`src/sfs_pkg.sv`:
```
// Constants for the secondary fault status block.
// Assumes one 40 MHz system clock; SPI pins sampled in that domain.
package sfs_pkg;

  // Register placement on the SPI register map
  localparam int          SFS_ADDR_W      = 8;
  localparam logic [7:0]  SFS_FLAGS_OFFSET = 8'h0D;

  // Field positions inside the flags register
  localparam int          SFS_BIT_SHORT   = 0;
  localparam int          SFS_BIT_OPEN    = 1;
  localparam int          SFS_BIT_OTEMP   = 2;
  localparam int          SFS_BIT_CLKERR  = 3;
  localparam int          SFS_BIT_UNDERV  = 4;
  localparam int          SFS_FLAG_W      = 5;
  localparam int          SFS_REG_W       = 8;

  // Reset value: undervoltage flag set, all else clear
  localparam logic [7:0]  SFS_FLAGS_RESET = 8'h10;
  localparam logic [2:0]  SFS_RSVD_VALUE  = 3'h0;

  // Frame lengths in serial clock cycles
  localparam logic [4:0]  SFS_LEN_CRC     = 5'h18;
  localparam logic [4:0]  SFS_LEN_NOCRC   = 5'h10;

  // Whole-length group counter saturates here
  localparam logic [1:0]  SFS_GROUP_MANY  = 2'h2;
  localparam logic [1:0]  SFS_GROUP_ONE   = 2'h1;

endpackage : sfs_pkg

```
`src/sfs_secondary_fault_status.sv`:
```
// Secondary fault status register with frame length check.
// Assumes SPI pins and fault detector levels are synchronous to
// clock, and that a frame decoder presents its command in the cycle
// in which chip select is first seen high.
//
// How it works
// - Undervoltage flag bit 4 is one while supply A is below threshold.
// - Addressable mode frame is exactly 24 clocks with CRC, 16 without.
// - Daisy-chain frame is a whole multiple of 24 or 16 clocks.
// - Clock count error flag bit 3 sets on a frame breaking the length.
// - Command of a badly clocked frame is dropped without any effect.
// - Thermal shutdown bit 2 switches off channels, currents, LEDs, outputs, SPI.
// - Reference pin open flag bit 1 sets on open circuit.
// - Open reference pin only raises the flag, channels keep running.
// - Open flag reads one during thermal shutdown.
// - Short detection on bit 0 runs only while its enable is one.
// - With short detection off the short flag keeps its latched value.
// - Channels stay disabled while the reference pin short persists and short detection is on.
// - Summary fault is OR of all unmasked flags.
// - Reading the register clears its flags, the short flag only while its detection is on; summary follows.

`timescale 1ns/1ps
`default_nettype none

module sfs_secondary_fault_status
  import sfs_pkg::*;
(
  input  wire logic                  clock,
  input  wire logic                  resetn,
  // SPI pins, already in this clock domain
  input  wire logic                  spiSclk,
  input  wire logic                  spiCsN,
  // Frame mode straps and configuration
  input  wire logic                  daisyChain,
  input  wire logic                  crcEnable,
  input  wire logic                  shortDetectEnable,
  input  wire logic [SFS_FLAG_W-1:0] faultMask,
  // Command from the frame decoder
  input  wire logic                  cmdValid,
  input  wire logic                  cmdRead,
  input  wire logic [SFS_ADDR_W-1:0] cmdAddr,
  // Analog detector levels
  input  wire logic                  supplyAUnder,
  input  wire logic                  overTemp,
  input  wire logic                  refOpenDetect,
  input  wire logic                  refShortDetect,
  // Results
  output logic                       cmdAccept,
  output logic [SFS_REG_W-1:0]       flagsOut,
  output logic [SFS_REG_W-1:0]       readData,
  output logic                       summaryFault,
  output logic                       shutdownAll,
  output logic                       channelsDisable
);

  // Frame length per CRC setting
  function automatic logic [4:0] frameLen(input logic crcOn);
    frameLen = crcOn ? SFS_LEN_CRC : SFS_LEN_NOCRC;
  endfunction : frameLen

  // Edge history of the SPI pins
  logic sclkPrev_reg;
  logic sclkPrev_next;
  logic csPrev_reg;
  logic csPrev_next;

  // Frame clock counters
  logic [4:0] phase_reg;
  logic [4:0] phase_next;
  logic [1:0] groups_reg;
  logic [1:0] groups_next;

  // Flags and read capture
  logic [SFS_FLAG_W-1:0] flags_reg;
  logic [SFS_FLAG_W-1:0] flags_next;
  logic [SFS_REG_W-1:0]  rdata_reg;
  logic [SFS_REG_W-1:0]  rdata_next;

  logic sclkRise;
  logic csFall;
  logic frameEnd;
  logic countOk;
  logic readHit;
  logic [4:0] lenNow;
  logic [SFS_FLAG_W-1:0] setVec;
  logic [SFS_FLAG_W-1:0] clrVec;

  // Edge detection on the sampled pins
  always_comb begin
    sclkPrev_next = spiSclk;
    csPrev_next   = spiCsN;
    sclkRise      = spiSclk && !sclkPrev_reg;
    csFall        = !spiCsN && csPrev_reg;
    frameEnd      = spiCsN && !csPrev_reg;
  end

  always_ff @(posedge clock or negedge resetn) begin
    if (!resetn) begin
      sclkPrev_reg <= 1'b0;
      csPrev_reg   <= 1'b1;
    end else begin
      sclkPrev_reg <= sclkPrev_next;
      csPrev_reg   <= csPrev_next;
    end
  end

  // Count clocks modulo the frame length, plus whole groups;
  // avoids a divider for the daisy-chain multiple check
  always_comb begin
    lenNow      = frameLen(crcEnable);
    phase_next  = phase_reg;
    groups_next = groups_reg;
    if (csFall) begin
      phase_next  = 5'h00;
      groups_next = 2'h0;
    end else if (!spiCsN && sclkRise) begin
      if (phase_reg == lenNow - 5'h01) begin
        phase_next = 5'h00;
        if (groups_reg != SFS_GROUP_MANY) begin
          groups_next = groups_reg + 2'h1;
        end
      end else begin
        phase_next = phase_reg + 5'h01;
      end
    end
  end

  always_ff @(posedge clock or negedge resetn) begin
    if (!resetn) begin
      phase_reg  <= 5'h00;
      groups_reg <= 2'h0;
    end else begin
      phase_reg  <= phase_next;
      groups_reg <= groups_next;
    end
  end

  // Length verdict for the frame that just ended
  always_comb begin
    if (daisyChain) begin
      countOk = (phase_reg == 5'h00) && (groups_reg != 2'h0);
    end else begin
      countOk = (phase_reg == 5'h00) && (groups_reg == SFS_GROUP_ONE);
    end
  end

  // Command gate; SPI is dead in shutdown, so nothing passes then
  assign cmdAccept = cmdValid && frameEnd && countOk && !overTemp;
  assign readHit   = cmdAccept && cmdRead && (cmdAddr == SFS_FLAGS_OFFSET);

  // Flag update: sources set, a read clears, set wins over clear
  always_comb begin
    setVec = '0;
    clrVec = '0;
    setVec[SFS_BIT_UNDERV] = supplyAUnder;
    setVec[SFS_BIT_CLKERR] = frameEnd && !countOk && !overTemp;
    setVec[SFS_BIT_OTEMP]  = overTemp;
    setVec[SFS_BIT_OPEN]   = refOpenDetect || overTemp;
    setVec[SFS_BIT_SHORT]  = shortDetectEnable && refShortDetect;
    if (readHit) begin
      clrVec = '1;
      // Latched short value is frozen while detection is off
      clrVec[SFS_BIT_SHORT] = shortDetectEnable;
    end
    flags_next = (flags_reg & ~clrVec) | setVec;
  end

  // Snapshot returned to the host on a read
  always_comb begin
    rdata_next = rdata_reg;
    if (readHit) begin
      rdata_next = {SFS_RSVD_VALUE, flags_reg};
    end
  end

  always_ff @(posedge clock or negedge resetn) begin
    if (!resetn) begin
      flags_reg <= SFS_FLAGS_RESET[SFS_FLAG_W-1:0];
      rdata_reg <= 8'h00;
    end else begin
      flags_reg <= flags_next;
      rdata_reg <= rdata_next;
    end
  end

  // Outputs seen by the rest of the device
  assign flagsOut     = {SFS_RSVD_VALUE, flags_reg};
  assign readData     = rdata_reg;
  assign summaryFault = |(flags_reg & ~faultMask);
  // Live level used so the parts restart as soon as it cools
  assign shutdownAll  = overTemp;
  // Open pin alone never disables channels
  assign channelsDisable = overTemp || (shortDetectEnable && refShortDetect);

  // Checks of the block's own behaviour

  undervolt_set_a: assert property (
    @(posedge clock) disable iff (!resetn)
    supplyAUnder |=> flags_reg[SFS_BIT_UNDERV])
    else $error("undervoltage flag not set");

  addr_len_a: assert property (
    @(posedge clock) disable iff (!resetn)
    frameEnd && !daisyChain && (groups_reg == SFS_GROUP_MANY) |-> !countOk)
    else $error("overlong addressable frame accepted");

  daisy_len_a: assert property (
    @(posedge clock) disable iff (!resetn)
    frameEnd && daisyChain && (phase_reg != 5'h00) |-> !countOk)
    else $error("partial daisy frame accepted");

  clkerr_set_a: assert property (
    @(posedge clock) disable iff (!resetn)
    frameEnd && !countOk && !overTemp |=> flags_reg[SFS_BIT_CLKERR])
    else $error("clock count error not flagged");

  bad_drop_a: assert property (
    @(posedge clock) disable iff (!resetn)
    cmdValid && frameEnd && !countOk |-> !cmdAccept ##1 $stable(readData))
    else $error("bad frame command acted on");

  shutdown_off_a: assert property (
    @(posedge clock) disable iff (!resetn)
    overTemp |-> shutdownAll && channelsDisable && !cmdAccept
      ##1 flags_reg[SFS_BIT_OTEMP])
    else $error("thermal shutdown not applied");

  open_only_a: assert property (
    @(posedge clock) disable iff (!resetn)
    refOpenDetect && !overTemp && !refShortDetect |-> !channelsDisable
      ##1 flags_reg[SFS_BIT_OPEN])
    else $error("open pin touched channels");

  open_shdn_a: assert property (
    @(posedge clock) disable iff (!resetn)
    overTemp |=> flags_reg[SFS_BIT_OPEN])
    else $error("open flag low in shutdown");

  short_hold_a: assert property (
    @(posedge clock) disable iff (!resetn)
    !shortDetectEnable |=> flags_reg[SFS_BIT_SHORT] == $past(flags_reg[SFS_BIT_SHORT]))
    else $error("short flag moved while disabled");

  short_dis_a: assert property (
    @(posedge clock) disable iff (!resetn)
    shortDetectEnable && refShortDetect |-> channelsDisable
      ##1 flags_reg[SFS_BIT_SHORT])
    else $error("short did not disable channels");

  summary_or_a: assert property (
    @(posedge clock) disable iff (!resetn)
    flags_reg[SFS_BIT_UNDERV] && !faultMask[SFS_BIT_UNDERV] |-> summaryFault)
    else $error("summary missed unmasked flag");

  read_clear_a: assert property (
    @(posedge clock) disable iff (!resetn)
    readHit && !supplyAUnder && !refOpenDetect && shortDetectEnable
      && !refShortDetect |=> flags_reg == '0 && !summaryFault)
    else $error("read did not clear flags");

  reset_again_a: assert property (
    @(posedge clock) disable iff (!resetn)
    readHit && supplyAUnder |=> flags_reg[SFS_BIT_UNDERV] ##1 readData[SFS_BIT_UNDERV] == $past(readData[SFS_BIT_UNDERV]))
    else $error("lasting fault not set again");

  reserved_zero_a: assert property (
    @(posedge clock) disable iff (!resetn)
    readHit |=> readData[7:5] == SFS_RSVD_VALUE)
    else $error("reserved bits not zero");

  // Main scenarios
  good_read_c: cover property (
    @(posedge clock) disable iff (!resetn) readHit);

  bad_frame_c: cover property (
    @(posedge clock) disable iff (!resetn) frameEnd && !countOk);

  daisy_ok_c: cover property (
    @(posedge clock) disable iff (!resetn)
    frameEnd && daisyChain && countOk && groups_reg == SFS_GROUP_MANY);

  short_hold_c: cover property (
    @(posedge clock) disable iff (!resetn)
    !shortDetectEnable && flags_reg[SFS_BIT_SHORT] && readHit);

endmodule : sfs_secondary_fault_status

`default_nettype wire

```
`config.mk`:
```
export PLATFORM = sky130hd
export DESIGN_NAME = sfs_secondary_fault_status
export DESIGN_NICKNAME = d
export VERILOG_FILES = /design/src/sfs_pkg.sv /design/src/sfs_secondary_fault_status.sv
export SDC_FILE = /design/constraint.sdc
export NUM_CORES = 1
export LEC_CHECK = 0
export ABC_AREA = 1
export BUFFER_PORTS_ARGS = -buffer_cell sky130_fd_sc_hd__buf_2
export CORE_MARGIN = 1.5
export CORE_UTILIZATION = 35
export CTS_CLUSTER_DIAMETER = 30
export DETAILED_ROUTE_END_ITERATION = 8
export PLACE_DENSITY = 0.7
export SLEW_MARGIN = 40
export SYNTH_ARGS = -nofsm -noshare
export SYNTH_HDL_FRONTEND = slang
export SYNTH_SLANG_ARGS = --single-unit
```
`constraint.sdc`:
```
create_clock -name clock -period 1.7 [get_ports clock]
set_input_delay 0.085 -clock clock [delete_from_list [all_inputs] [get_ports clock]]
set_output_delay 0.085 -clock clock [all_outputs]
set_load 0.05 [all_outputs]
```
Yosys cells after proc, flatten, opt, wreduce, memory -nomap -nowiden
Cells that the tools add are included. Widths: inputs -> output; s select.

Flip-flop bits (word level): 19. Output and inout port bits: 20. Input port bits: 26.

Reductions and logical operators: 28. Multiplexer cells: 10. Add/subtract/negate cells: 3. Bitwise operators: 5. Equality and inequality tests: 4.

Operators with widths (count): $mux 5 (4); $logic_and 1x1->1 (14); $and 5x5->5 (2); $not 5->5 (2); $eq 8x4->1 const B (1); $mux 2 (4); $reduce_bool 2->1 (4); $add 5x1->5 const B (1); $eq 5x5->1 (1); $logic_not 1->1 (5); $logic_not 5->1 (1); $or 5x5->5 (1); $reduce_or 5->1 (1); $sub 5x1->5 const B (1); $mux 4 (1); $reduce_and 3->1 (1); $add 2x1->2 const B (1); $eq 2x1->1 const B (1); $logic_or 1x1->1 (2); $ne 2x2->1 const B (1); $mux 1 (1).

Longest topological paths before layout
Gate-level depths: netlist (run 1).

Depth after elaboration: 11. Gate-level depth with buffers: 10. Depth with buffers taken out: 9.

Worst setup path before layout (run 1)
Ideal clock, no wire load.

Path kind: reg-to-reg. Start point: register phase_reg[0]. End point: register rdata_reg[4] (netlist: readData[4]). Buffers on the path: 1. Stages on the path, launching flop included: 11. Path slack: 0.090 ns. Arrival: 1.491 ns. Library setup time: 0.119 ns. Path through: dfrtp_1 -> inv_1 -> ha_1 -> nand2_1 -> nor2_2 -> nand2_2 -> nor2_4 -> nand2_4 -> buf_6 -> nand2_2 -> o21ai_2.

Longest elaborated chain between the ends: 7.

RTL lines: start, declared (line sfs_secondary_fault_status.sv:68) `logic [4:0] phase_reg;`; start signal, assigned (line sfs_secondary_fault_status.sv:133) `phase_reg <= phase_next;`; $logic_not 5->1 (*) (line sfs_secondary_fault_status.sv:141, sfs_secondary_fault_status.sv:143); $logic_and 1x1->1, on equally long branches (line sfs_secondary_fault_status.sv:143, sfs_secondary_fault_status.sv:141); $mux 1 (*) (line sfs_secondary_fault_status.sv:140) `if (daisyChain) begin`; $logic_and 1x1->1 (*) (2 in a row) (line sfs_secondary_fault_status.sv:148) `assign cmdAccept = cmdValid && frameEnd && countOk && !overTemp;`; via cmdAccept (line sfs_secondary_fault_status.sv:48) `output logic cmdAccept,`; $logic_and 1x1->1 (*) (2 in a row) (line sfs_secondary_fault_status.sv:149) `assign readHit = cmdAccept && cmdRead && (cmdAddr == SFS_FLAGS_OFFSET);`; end signal, assigned (line sfs_secondary_fault_status.sv:182) `rdata_reg <= rdata_next;`; end, declared (line sfs_secondary_fault_status.sv:76) `logic [SFS_REG_W-1:0] rdata_reg;`.

Mark *: on every way through the listed nets, which the timed path passes. The rest lies on a longest branch. A chain may end at the register's enable or synchronous reset.

Worst setup path in the final report (run 1)
Start point: register flags_reg[2]. End point: output summaryFault.

Longest elaborated chain between the ends: 2.

RTL lines: start, declared (line sfs_secondary_fault_status.sv:74) `logic [SFS_FLAG_W-1:0] flags_reg;`; start signal, assigned (line sfs_secondary_fault_status.sv:178) `flags_reg <= SFS_FLAGS_RESET[SFS_FLAG_W-1:0];`; start signal, assigned (line sfs_secondary_fault_status.sv:181) `flags_reg <= flags_next;`; $and 5x5->5 (line sfs_secondary_fault_status.sv:189) `assign summaryFault = |(flags_reg & ~faultMask);`; $reduce_or 5->1 (line sfs_secondary_fault_status.sv:189); end, declared (line sfs_secondary_fault_status.sv:51) `output logic summaryFault,`.

No other way between the ends.

==> results of run 1 <==
-- worst paths after layout --
| kind | startpoint | to | depth (start not counted) |
|---|---|---|---|
| min in group asynchronous | resetn | groups_reg[1] | 2 |
| worst max-delay path | flags_reg[2] | summaryFault | 5 |
| worst min register to register | flags_reg[4] | flags_reg[4] | 2 |
| max in group asynchronous | resetn | csPrev_reg | 2 |
| worst min-delay path | refShortDetect | flags_reg[0] | 3 |
| worst max register to register | phase_reg[1] | readData[2] | 10 |
-- stage by stage --
stage | total power [uW] | std cells | util, % | hold WS, ns | setup WS [ns]
final | 1030 | 218 | 46.0 | 0.00687 | 0.144
after global routing | 1100 | 218 | 46.0 | 0.0201 | 0.0299
after CTS | 1040 | 217 | 45.5 | 0.00144 | 0.0537
after detailed placement | 798 | 208 | 42.9 | 0.0534 | 0.299
after global placement | 790 | 208 | 42.9 | 0.0513 | 0.342
after floorplan | 733 | 144 | - | -0.211 | 0.0902
-- layout make-up --
cell class              instances  area (sq um)
clock buffers                   4          26.3
fillers                       305          1620
inverters                      21          78.8
multi-input cells              96           494
flip-flops and latches         19           478
well taps                      33          41.3
repair buffers                 45           263
-- routing by layer --
metal	up-vias	wire length, um
li1	508	-
met1	431	1040
met2	30	965
met3	6	120
met4	0	37
met5	-	0
-- cell usage in the layout, fill, tap and decap left out, types with 2 or more instances in the layout --
| master | synthesis | routed |
|---|---|---|
| nand2_1 | 42 | 42 |
| buf_2 | 0 | 38 |
| dfrtp_1 | 17 | 17 |
| inv_1 | 17 | 16 |
| nor2_1 | 11 | 11 |
| o21ai_2 | 7 | 7 |
| nand3_1 | 6 | 6 |
| conb_1 | 1 | 6 |
| inv_2 | 4 | 5 |
| dlygate4sd3_1 | 0 | 5 |
| nor2_2 | 3 | 3 |
| o21ai_0 | 3 | 3 |
| ha_1 | 3 | 3 |
| clkbuf_4 | 0 | 3 |
| nand2_2 | 2 | 2 |
| nand3b_1 | 2 | 2 |
| xor2_1 | 2 | 2 |
| dfstp_2 | 2 | 2 |
-- repair_timing --
action | in CTS | in global routing
pin swaps | 0 | 1
setup buffers | 0 | 1
hold buffers | 5 | 0
hold endpoints to repair | 21 | 0
gates cloned | 0 | 0
setup endpoints to repair | 1 | 1
gates resized for setup | 1 | 3
-- critical path, delay by kind of cell (launching register included) --
kind	cells	cell delay, ns
AO/OA/AOI/OAI	1	0.07
buffers and inverters	2	0.30
flip-flops	1	0.41
AND/OR/NAND/NOR	2	0.40
-- power by group --
part           leakage, uW  switching [uW]  internal, uW
Sequential        0.000230            31.9           486
Combinational     0.000562             176           105
Clock            0.0000150             143          91.4
Total             0.000807             350           682
-- logic make-up after synthesis --
logic type / after synthesis / synth area share, %
AO/OA/AOI/OAI: 13 / 8.68
XOR/XNOR: 2 / 1.60
adder cells (fa/ha/maj): 3 / 3.43
buffers and inverters: 29 / 13.0
flip-flops: 19 / 43.6
other: 1 / 0.342
AND/OR/NAND/NOR: 72 / 29.3
-- synth_stat cells (all sizes together) (2+ instances only) --
cell,instances
buf,8
dfrtp,17
dfstp,2
ha,3
inv,21
nand2,45
nand3,6
nand3b,2
nor2,15
o21ai,10
xor2,2
==> reports/metrics.yaml, run 1 <==
global_routing:
  grt-busiest-layer: "met2"
  track_usage_pct: 14.3
  grt.met3_usage_pct: 2.86
  grt_util_met2_pct: 22.7
  grt_use_met1_pct: 18.8
  grt_pass1_wl_um: 3790
  grt_pass1_vias: 952
  antenna_found_initial: 0
  grt_max_degree: 20
  overflow: 0
worst_setup_path:
  end_kind: "primary output"
  cpMaxStageDelayCell: "dfrtp_1"
  slowest_delay_ns: 0.41
  start_kind: "register"
  worstPathArrival_ns: 1.47
  criticalPathCategory: "reg2out"
  worstPathRequired_ns: 1.62
  crit_chain: "inv_1 -> or2_2 -> o21ai_0 -> or3_1 -> buf_2"
  crit_fanout: 3
  rrSetupSlack_ns: 0.19
timing:
  max_freq_mhz: 643
  finalCriticalPeriod_ns: 1.56
  hold_violations: 0
  setup_viol: 0
  rsz0062_at_grt: "no"
  clock_skew_ns: 0.00533
  fin_tns_setup_ns: 0
  maxSlewViolCount: 0
  min_period_over_period_pct: 91.5
flow_run:
  maxCapViolCount: 0
cts:
  clockBufferDepth: 2
  htreeDepth: 1
  clock_latency_ns: 0.30
  cts_root_buf: "clkbuf_4"
  cts_tree: "built"
  clock_sinks: 19
  numCtsBuffers: 3
  clk_pin_slew_ns: 0.11
detailed_routing:
  dr.pass1.iters: 4
  vias: 975
  wire_per_inst_um: 9.93
  detail-route-antenna-nets: 0
  drtIter0Drc: 57
  routed_wirelength_um: 2170
  vias_per_cell: 4.47
  drc: 0
place:
  gp_congestion: 0.816
  dp_hpwl_um: 1690
  dpl_cell_area_sq_um: 1290
  io_buffer_count: 39
floorplanning:
  initial_core_util_pct: 36.5
  core_area_sq_um: 3000
  die_w_um: 59.0
  die_y_um: 59.0
  pin_count: 46
  die_area_sq_um: 3480
  fp-row-count: 20
yosys:
  syn-mean-instance-area_sq_um: 7.89
  synth_top_area_share_pct: 38.8
  synth.distinct_cells: 26
  ys_top_cells_by_area: "dfrtp_1, nand2_1, inv_1"
  ys_ff_latch: 19
  synthFlopType: "dfrtp_1"
  ys_warn_count: 0
  ys_seq_area_share_pct: 43.6
  synth_cells: 139
  yosysTopAreaCell: "dfrtp_1"
  syn_area_sq_um: 1100
  synth-edff-count: 0
  ys_async_sr_fraction_pct: 100
cells_and_area:
  final_area_sq_um: 1380
  antenna_cells: 0
  syn2layout_area_growth_pct: 26.0
  layout.nets: 215
  drive_gt1_share_pct: 35.1
power_and_ir_drop:
  power.density_nw_per_um2: 748
  p_leak_uw: 0.000807
  ir_drop_v: 0.000304
run_status:
  status: "finished, final reports clean"
hold_path:
  hold_class: "in2reg"
(Power assumes the default switching activity.)
==> run 2, diff against run 1 <==
ABC_AREA = default   (was 1)
CORE_UTILIZATION = 46   (was 35)
PLACE_DENSITY = 0.86   (was 0.7)
==> run 2 against run 1 <==
Compared with the run above: the run now ends with hold timing, setup timing left; register-to-register slack got worse by 0.56 ns; critical path type is now reg2reg; largest cell class unchanged; maximum frequency shrank 25%; clock skew increased by 0.0012 ns; die area is 26% lower; via count is 7.0% lower; wire length is 8.6% higher; highest routed layer unchanged; synthesized cell count down 32%.
==> reports/metrics.yaml, run 2 <==
run_status:
  status: "complete, but fails checks"
  violations: "hold timing, setup timing"
global_routing:
  grt_pass1_wl_um: 3870
  overflow: 0
  grt_max_degree: 20
  antenna_found_initial: 0
  track_usage_pct: 19.7
  grt_pass1_vias: 890
timing:
  max_freq_mhz: 483
  clock_skew_ns: 0.00653
  setup_viol: 12
  setup_ws_ns: -0.370
  finalCriticalPeriod_ns: 2.07
  maxSlewViolCount: 0
  min_period_over_period_pct: 122
  rsz0062_at_grt: "yes"
  fin_hold_ws_ns: -0.00622
  hold_violations: 1
cells_and_area:
  layout_common_cells: "buf_2, buf_4, dfrtp_1, inv_1, nor2_1"
  multiInputGateArea_sq_um: 509
  fillerInstances: 180
  final_area_sq_um: 1490
  drive_gt1_share_pct: 53.5
  syn2layout_area_growth_pct: 42.1
  regArea_sq_um: 478
  final_common_cell: "buf_2"
  layout.nets: 187
  antenna_cells: 0
  instances_no_fill: 185
floorplanning:
  die_y_um: 50.7
  die_w_um: 50.7
  pin_count: 46
  fp-row-count: 17
  die_area_sq_um: 2570
  initial_core_util_pct: 48.2
  core_area_sq_um: 2170
yosys:
  synth.distinct_cells: 37
  synth_cells: 94
  yosysTopAreaCell: "dfrtp_1"
  synth_fa_ha_area_share_pct: 3.59
  synth_top_area_share_pct: 40.7
  synthMuxAreaShare_pct: 9.21
  yosys.area_share.xor_xnor_pct: 3.35
  synth_most_common_cell: "dfrtp_1"
  synth_top_family_by_area: "simple AND/OR/NAND/NOR gates"
  ys_warn_count: 0
  ys_ff_latch: 19
  syn_area_sq_um: 1050
  synth-compound-area-share_pct: 10.6
  ys_top_cells_by_area: "dfrtp_1, mux2_4, buf_4"
  syn-mean-instance-area_sq_um: 11.1
  synthSimpleGateAreaFrac_pct: 17.1
  synthFlopType: "dfrtp_1"
  synth_common_cells: "dfrtp_1, inv_1, buf_4, nor2_1, mux2_4"
  ys_seq_area_share_pct: 45.7
  ys_async_sr_fraction_pct: 100
  synth-edff-count: 0
worst_setup_path:
  end_kind: "register"
  crit_fanout: 8
  rrSetupSlack_ns: -0.37
  worstPathRequired_ns: 1.88
  worstPathArrival_ns: 2.25
  start_kind: "register"
  criticalPathCategory: "reg2reg"
cts:
  clock_sinks: 19
  clockBufferDepth: 2
  cts_tree: "built"
  clock_latency_ns: 0.28
  numCtsBuffers: 3
  cts_root_buf: "clkbuf_4"
  clk_pin_slew_ns: 0.11
  htreeDepth: 1
detailed_routing:
  wire_per_inst_um: 12.7
  dr.pass1.iters: 4
  detail-route-antenna-nets: 0
  vias: 907
  drc: 0
  drtIter0Drc: 15
  vias_per_cell: 4.90
  routed_wirelength_um: 2350
place:
  dpl_cell_area_sq_um: 1330
  gp_congestion: 0.792
  io_buffer_count: 39
  pre_cts_ws_ns: -0.347
  dp.cells: 171
  dp_hpwl_um: 1800
power_and_ir_drop:
  power.density_nw_per_um2: 560
  p_leak_uw: 0.000829
  ir_drop_v: 0.000397
hold_path:
  hold_class: "in2reg"
flow_run:
  maxCapViolCount: 0
[run 2: changes by cell type after synthesis, sizes merged, moves of 3 or more]
cell	change
nand2	-41
inv	-11
o21ai	-9
nor2	-8
mux2	+6
nand3	-5
nor3b	+3
o2111ai	+3
[run 2: worst paths after layout]
kind / startpoint / endpoint / depth (start not counted)
setup / recovery: phase_reg[1] / readData[2] / 6
hold / removal: shortDetectEnable / flags_reg[0] / 2
setup reg to reg: phase_reg[1] / readData[2] / 6
hold reg to reg: readData[2] / readData[2] / 1
max in group asynchronous: resetn / csPrev_reg / 2
min in group asynchronous: resetn / flags_reg[3] / 2
[run 2: timing repair]
| item | CTS | global route |
|---|---|---|
| setup endpoints to repair | 11 | 12 |
| buffers inserted | 2 | 6 |
| hold buffers | 3 | 0 |
| resized for setup | 5 | 8 |
| endpoints found under the hold margin | 19 | 0 |
| pin swaps | 2 | 6 |
[run 2: power by group]
group          internal [uW]  switching (uW)  leakage, uW  total, uW
clock network           87.2             128    0.0000177        216
registers                458            3.22     0.000235        462
logic                   64.2            91.4     0.000577        156
[run 2: cell type report]
cell class                 count  share of cell area (%)
sequential                    19                    32.2
inverter                      10                    2.53
clock buffer                   3                    1.52
multi-input combinational     61                    34.3
timing repair buffer          63                    26.9
tap                           28                    2.36
clock inverter                 1                   0.337
[run 2: cell families after synthesis]
kind of cell / after synthesis
xor gates and xnor gates: 4
muxes: 7
DFF: 19
buffers and inverters: 19
AOI/OAI and AO/OA: 14
and+or+nand+nor: 27
adders and majority gates: 3
other: 1
[run 2: stage by stage]
step	utilization [%]	power (uW)	hold WS (ns)	setup TNS, ns
final	68.5	833	-0.00622	-3.23
after global routing	68.5	880	0.00417	-4.46
after CTS	65.7	826	0.000961	-3.12
after detailed placement	61.4	607	0.0382	-2.59
after global placement	61.4	602	0.0350	-1.65
after floorplan	-	553	-0.211	-1.98
[run 2: routing by layer]
metal / share of wire, % / vias up / GRT usage [%] / routed length (um)
met3: 5.8 / 2 / 2.98 / 137
met1: 43 / 424 / 23.7 / 1000
li1: - / 441 / - / -
met4: 0.43 / 0 / 4.05 / 10
met2: 51 / 40 / 37.1 / 1200
met5: 0 / - / 0 / 0
[run 2: critical path: stages (launching register included)]
cell and delay (ns):
dfrtp_1 0.40, inv_2 0.08, ha_4 0.13, nor4b_4 0.22, nand4_2 0.16, or4_4 0.65, mux2_4 0.33
==> run 3, diff against run 2 <==
HOLD_SLACK_MARGIN = 0.02   (was default)
clock period = 2.02 ns   (was 1.7 ns; I/O delays follow)
==> run 3 against run 2 <==
Compared with the run above: the flow now finishes without violations; cell area decreased by 6.1%; via count fell by 5.6%; non-clock buffer count fell by 9; critical path depth unchanged; sequential cell count did not move; die area unchanged; combinational power down 22%; clock power shrank 13%.
==> reports/metrics.yaml, run 3 (synthesized netlist as in run 2, its figures left out) <==
run_status:
  status: "finished, final reports clean"
power_and_ir_drop:
  p_leak_uw: 0.000776
  post-layout-total-power_uw: 698
  ir_drop_v: 0.000338
  power.density_nw_per_um2: 500
worst_setup_path:
  start_kind: "register"
  critPathBufInv: 1
  criticalPathCategory: "reg2reg"
  r2r-start: "phase_reg[1]"
  slowest_delay_ns: 0.62
  worstPathArrival_ns: 2.19
  r2r-end: "readData[2]"
  crit_fanout: 8
  crit_chain: "inv_2 -> ha_4 -> nor4b_4 -> nand4_2 -> or4_4 -> mux2_4"
  end_kind: "register"
  worstPathRequired_ns: 2.21
  rr_worst_depth: 6
  cpLargestDelayFamily: "simple AND/OR/NAND/NOR gates"
  rrSetupSlack_ns: 0.02
  cpMaxStageDelayCell: "or4_4"
cells_and_area:
  syn2layout_area_growth_pct: 33.5
  drive_gt1_share_pct: 46.6
  instances_no_fill: 176
  layout.nets: 178
  final_area_sq_um: 1400
  final_common_cell: "buf_2"
  antenna_cells: 0
  layout_common_cells: "buf_2, dfrtp_1, buf_4, inv_1, nor2_1"
timing:
  finalCriticalPeriod_ns: 2.00
  tightest_slew_ns: 0.518
  fin_tns_setup_ns: 0
  clock_skew_ns: 0.00207
  hold_violations: 0
  maxSlewViolCount: 0
  setup_ws_ns: 0.0181
  setup_viol: 0
  min_period_over_period_pct: 99.1
  rsz0062_at_grt: "yes"
  max_freq_mhz: 500
  relSlewSlack_pct: 65.4
global_routing:
  track_usage_pct: 20.3
  grt_max_degree: 20
  antenna_found_initial: 0
  overflow: 0
  grt_pass1_wl_um: 3840
  grt_pass1_vias: 913
floorplanning:
  core_area_sq_um: 2170
  fp-row-count: 17
  die_area_sq_um: 2570
  die_y_um: 50.7
  pin_count: 46
  initial_core_util_pct: 48.2
  die_w_um: 50.7
hold_path:
  hp-start: "overTemp"
  worstHoldEndpoint: "flags_reg[2]"
  whs_path_depth: 2
  hold_class: "in2reg"
detailed_routing:
  vias_per_cell: 4.86
  dr.pass1.iters: 4
  drtIter0Drc: 9
  detail-route-antenna-nets: 0
  routed_wirelength_um: 2250
  vias: 856
  wire_per_inst_um: 12.8
  drc: 0
cts:
  cts_tree: "built"
  clockBufferDepth: 2
  clock_sinks: 19
  clk_pin_slew_ns: 0.10
  numCtsBuffers: 3
  clock_latency_ns: 0.29
  cts_root_buf: "clkbuf_4"
  htreeDepth: 1
place:
  dp.cells: 164
  io_buffer_count: 39
  pre_cts_ws_ns: -0.0165
  dpl_cell_area_sq_um: 1280
  gp_congestion: 0.828
  dp_hpwl_um: 1720
flow_run:
  maxCapViolCount: 0
==> run 3: through the flow <==
stage	hold slack, ns	utilization, %
floorplan	-0.195	-
global placement	0.0523	59.0
detailed placement	0.0604	59.0
CTS	0.0509	64.2
global route	0.0618	64.4
finish	0.0636	64.4
==> run 3: area by class of cell <==
class                   instances  area [sq um]
multi-input cells              61           494
flip-flops and latches         19           478
clock buffers                   4          26.3
well taps                      28          35.0
inverters                      10          37.5
repair buffers                 54           325
fillers                       185           773
==> run 3: worst max-delay path by stage <==
stage	start	cells after the start	slack [ns]	to
after floorplan	phase_reg[0]	7	0.0004	readData[0]
after global placement	phase_reg[0]	6	0.05	readData[4]
after detailed placement	phase_reg[1]	6	-0.02	readData[2]
after CTS	phase_reg[1]	6	0.003	readData[2]
after global routing	phase_reg[1]	6	-0.09	readData[2]
final	phase_reg[1]	6	0.02	readData[2]
==> run 3: routing by layer <==
layer / part of all wire (%) / global-route usage [%]
met1: 45 / 24.3
met2: 50 / 35.7
met4: 1.3 / 9.46
met5: 0 / 0
met3: 4.5 / 2.98
==> run 3: what timing repair did <==
item | in CTS | in global routing
buffers inserted | 2 | 0
endpoints found under the hold margin | 22 | 0
pin swaps | 2 | 1
endpoints found under the setup margin | 5 | 8
gates resized for setup | 4 | 1
hold buffers | 6 | 0
==> run 3: report_power, final <==
part / internal (uW) / switching [uW] / leakage [uW] / total (uW)
clock network: 76.8 / 111 / 0.0000150 / 188
logic: 48.7 / 72.8 / 0.000526 / 122
registers: 386 / 2.96 / 0.000235 / 389
total: 511 / 187 / 0.000776 / 698
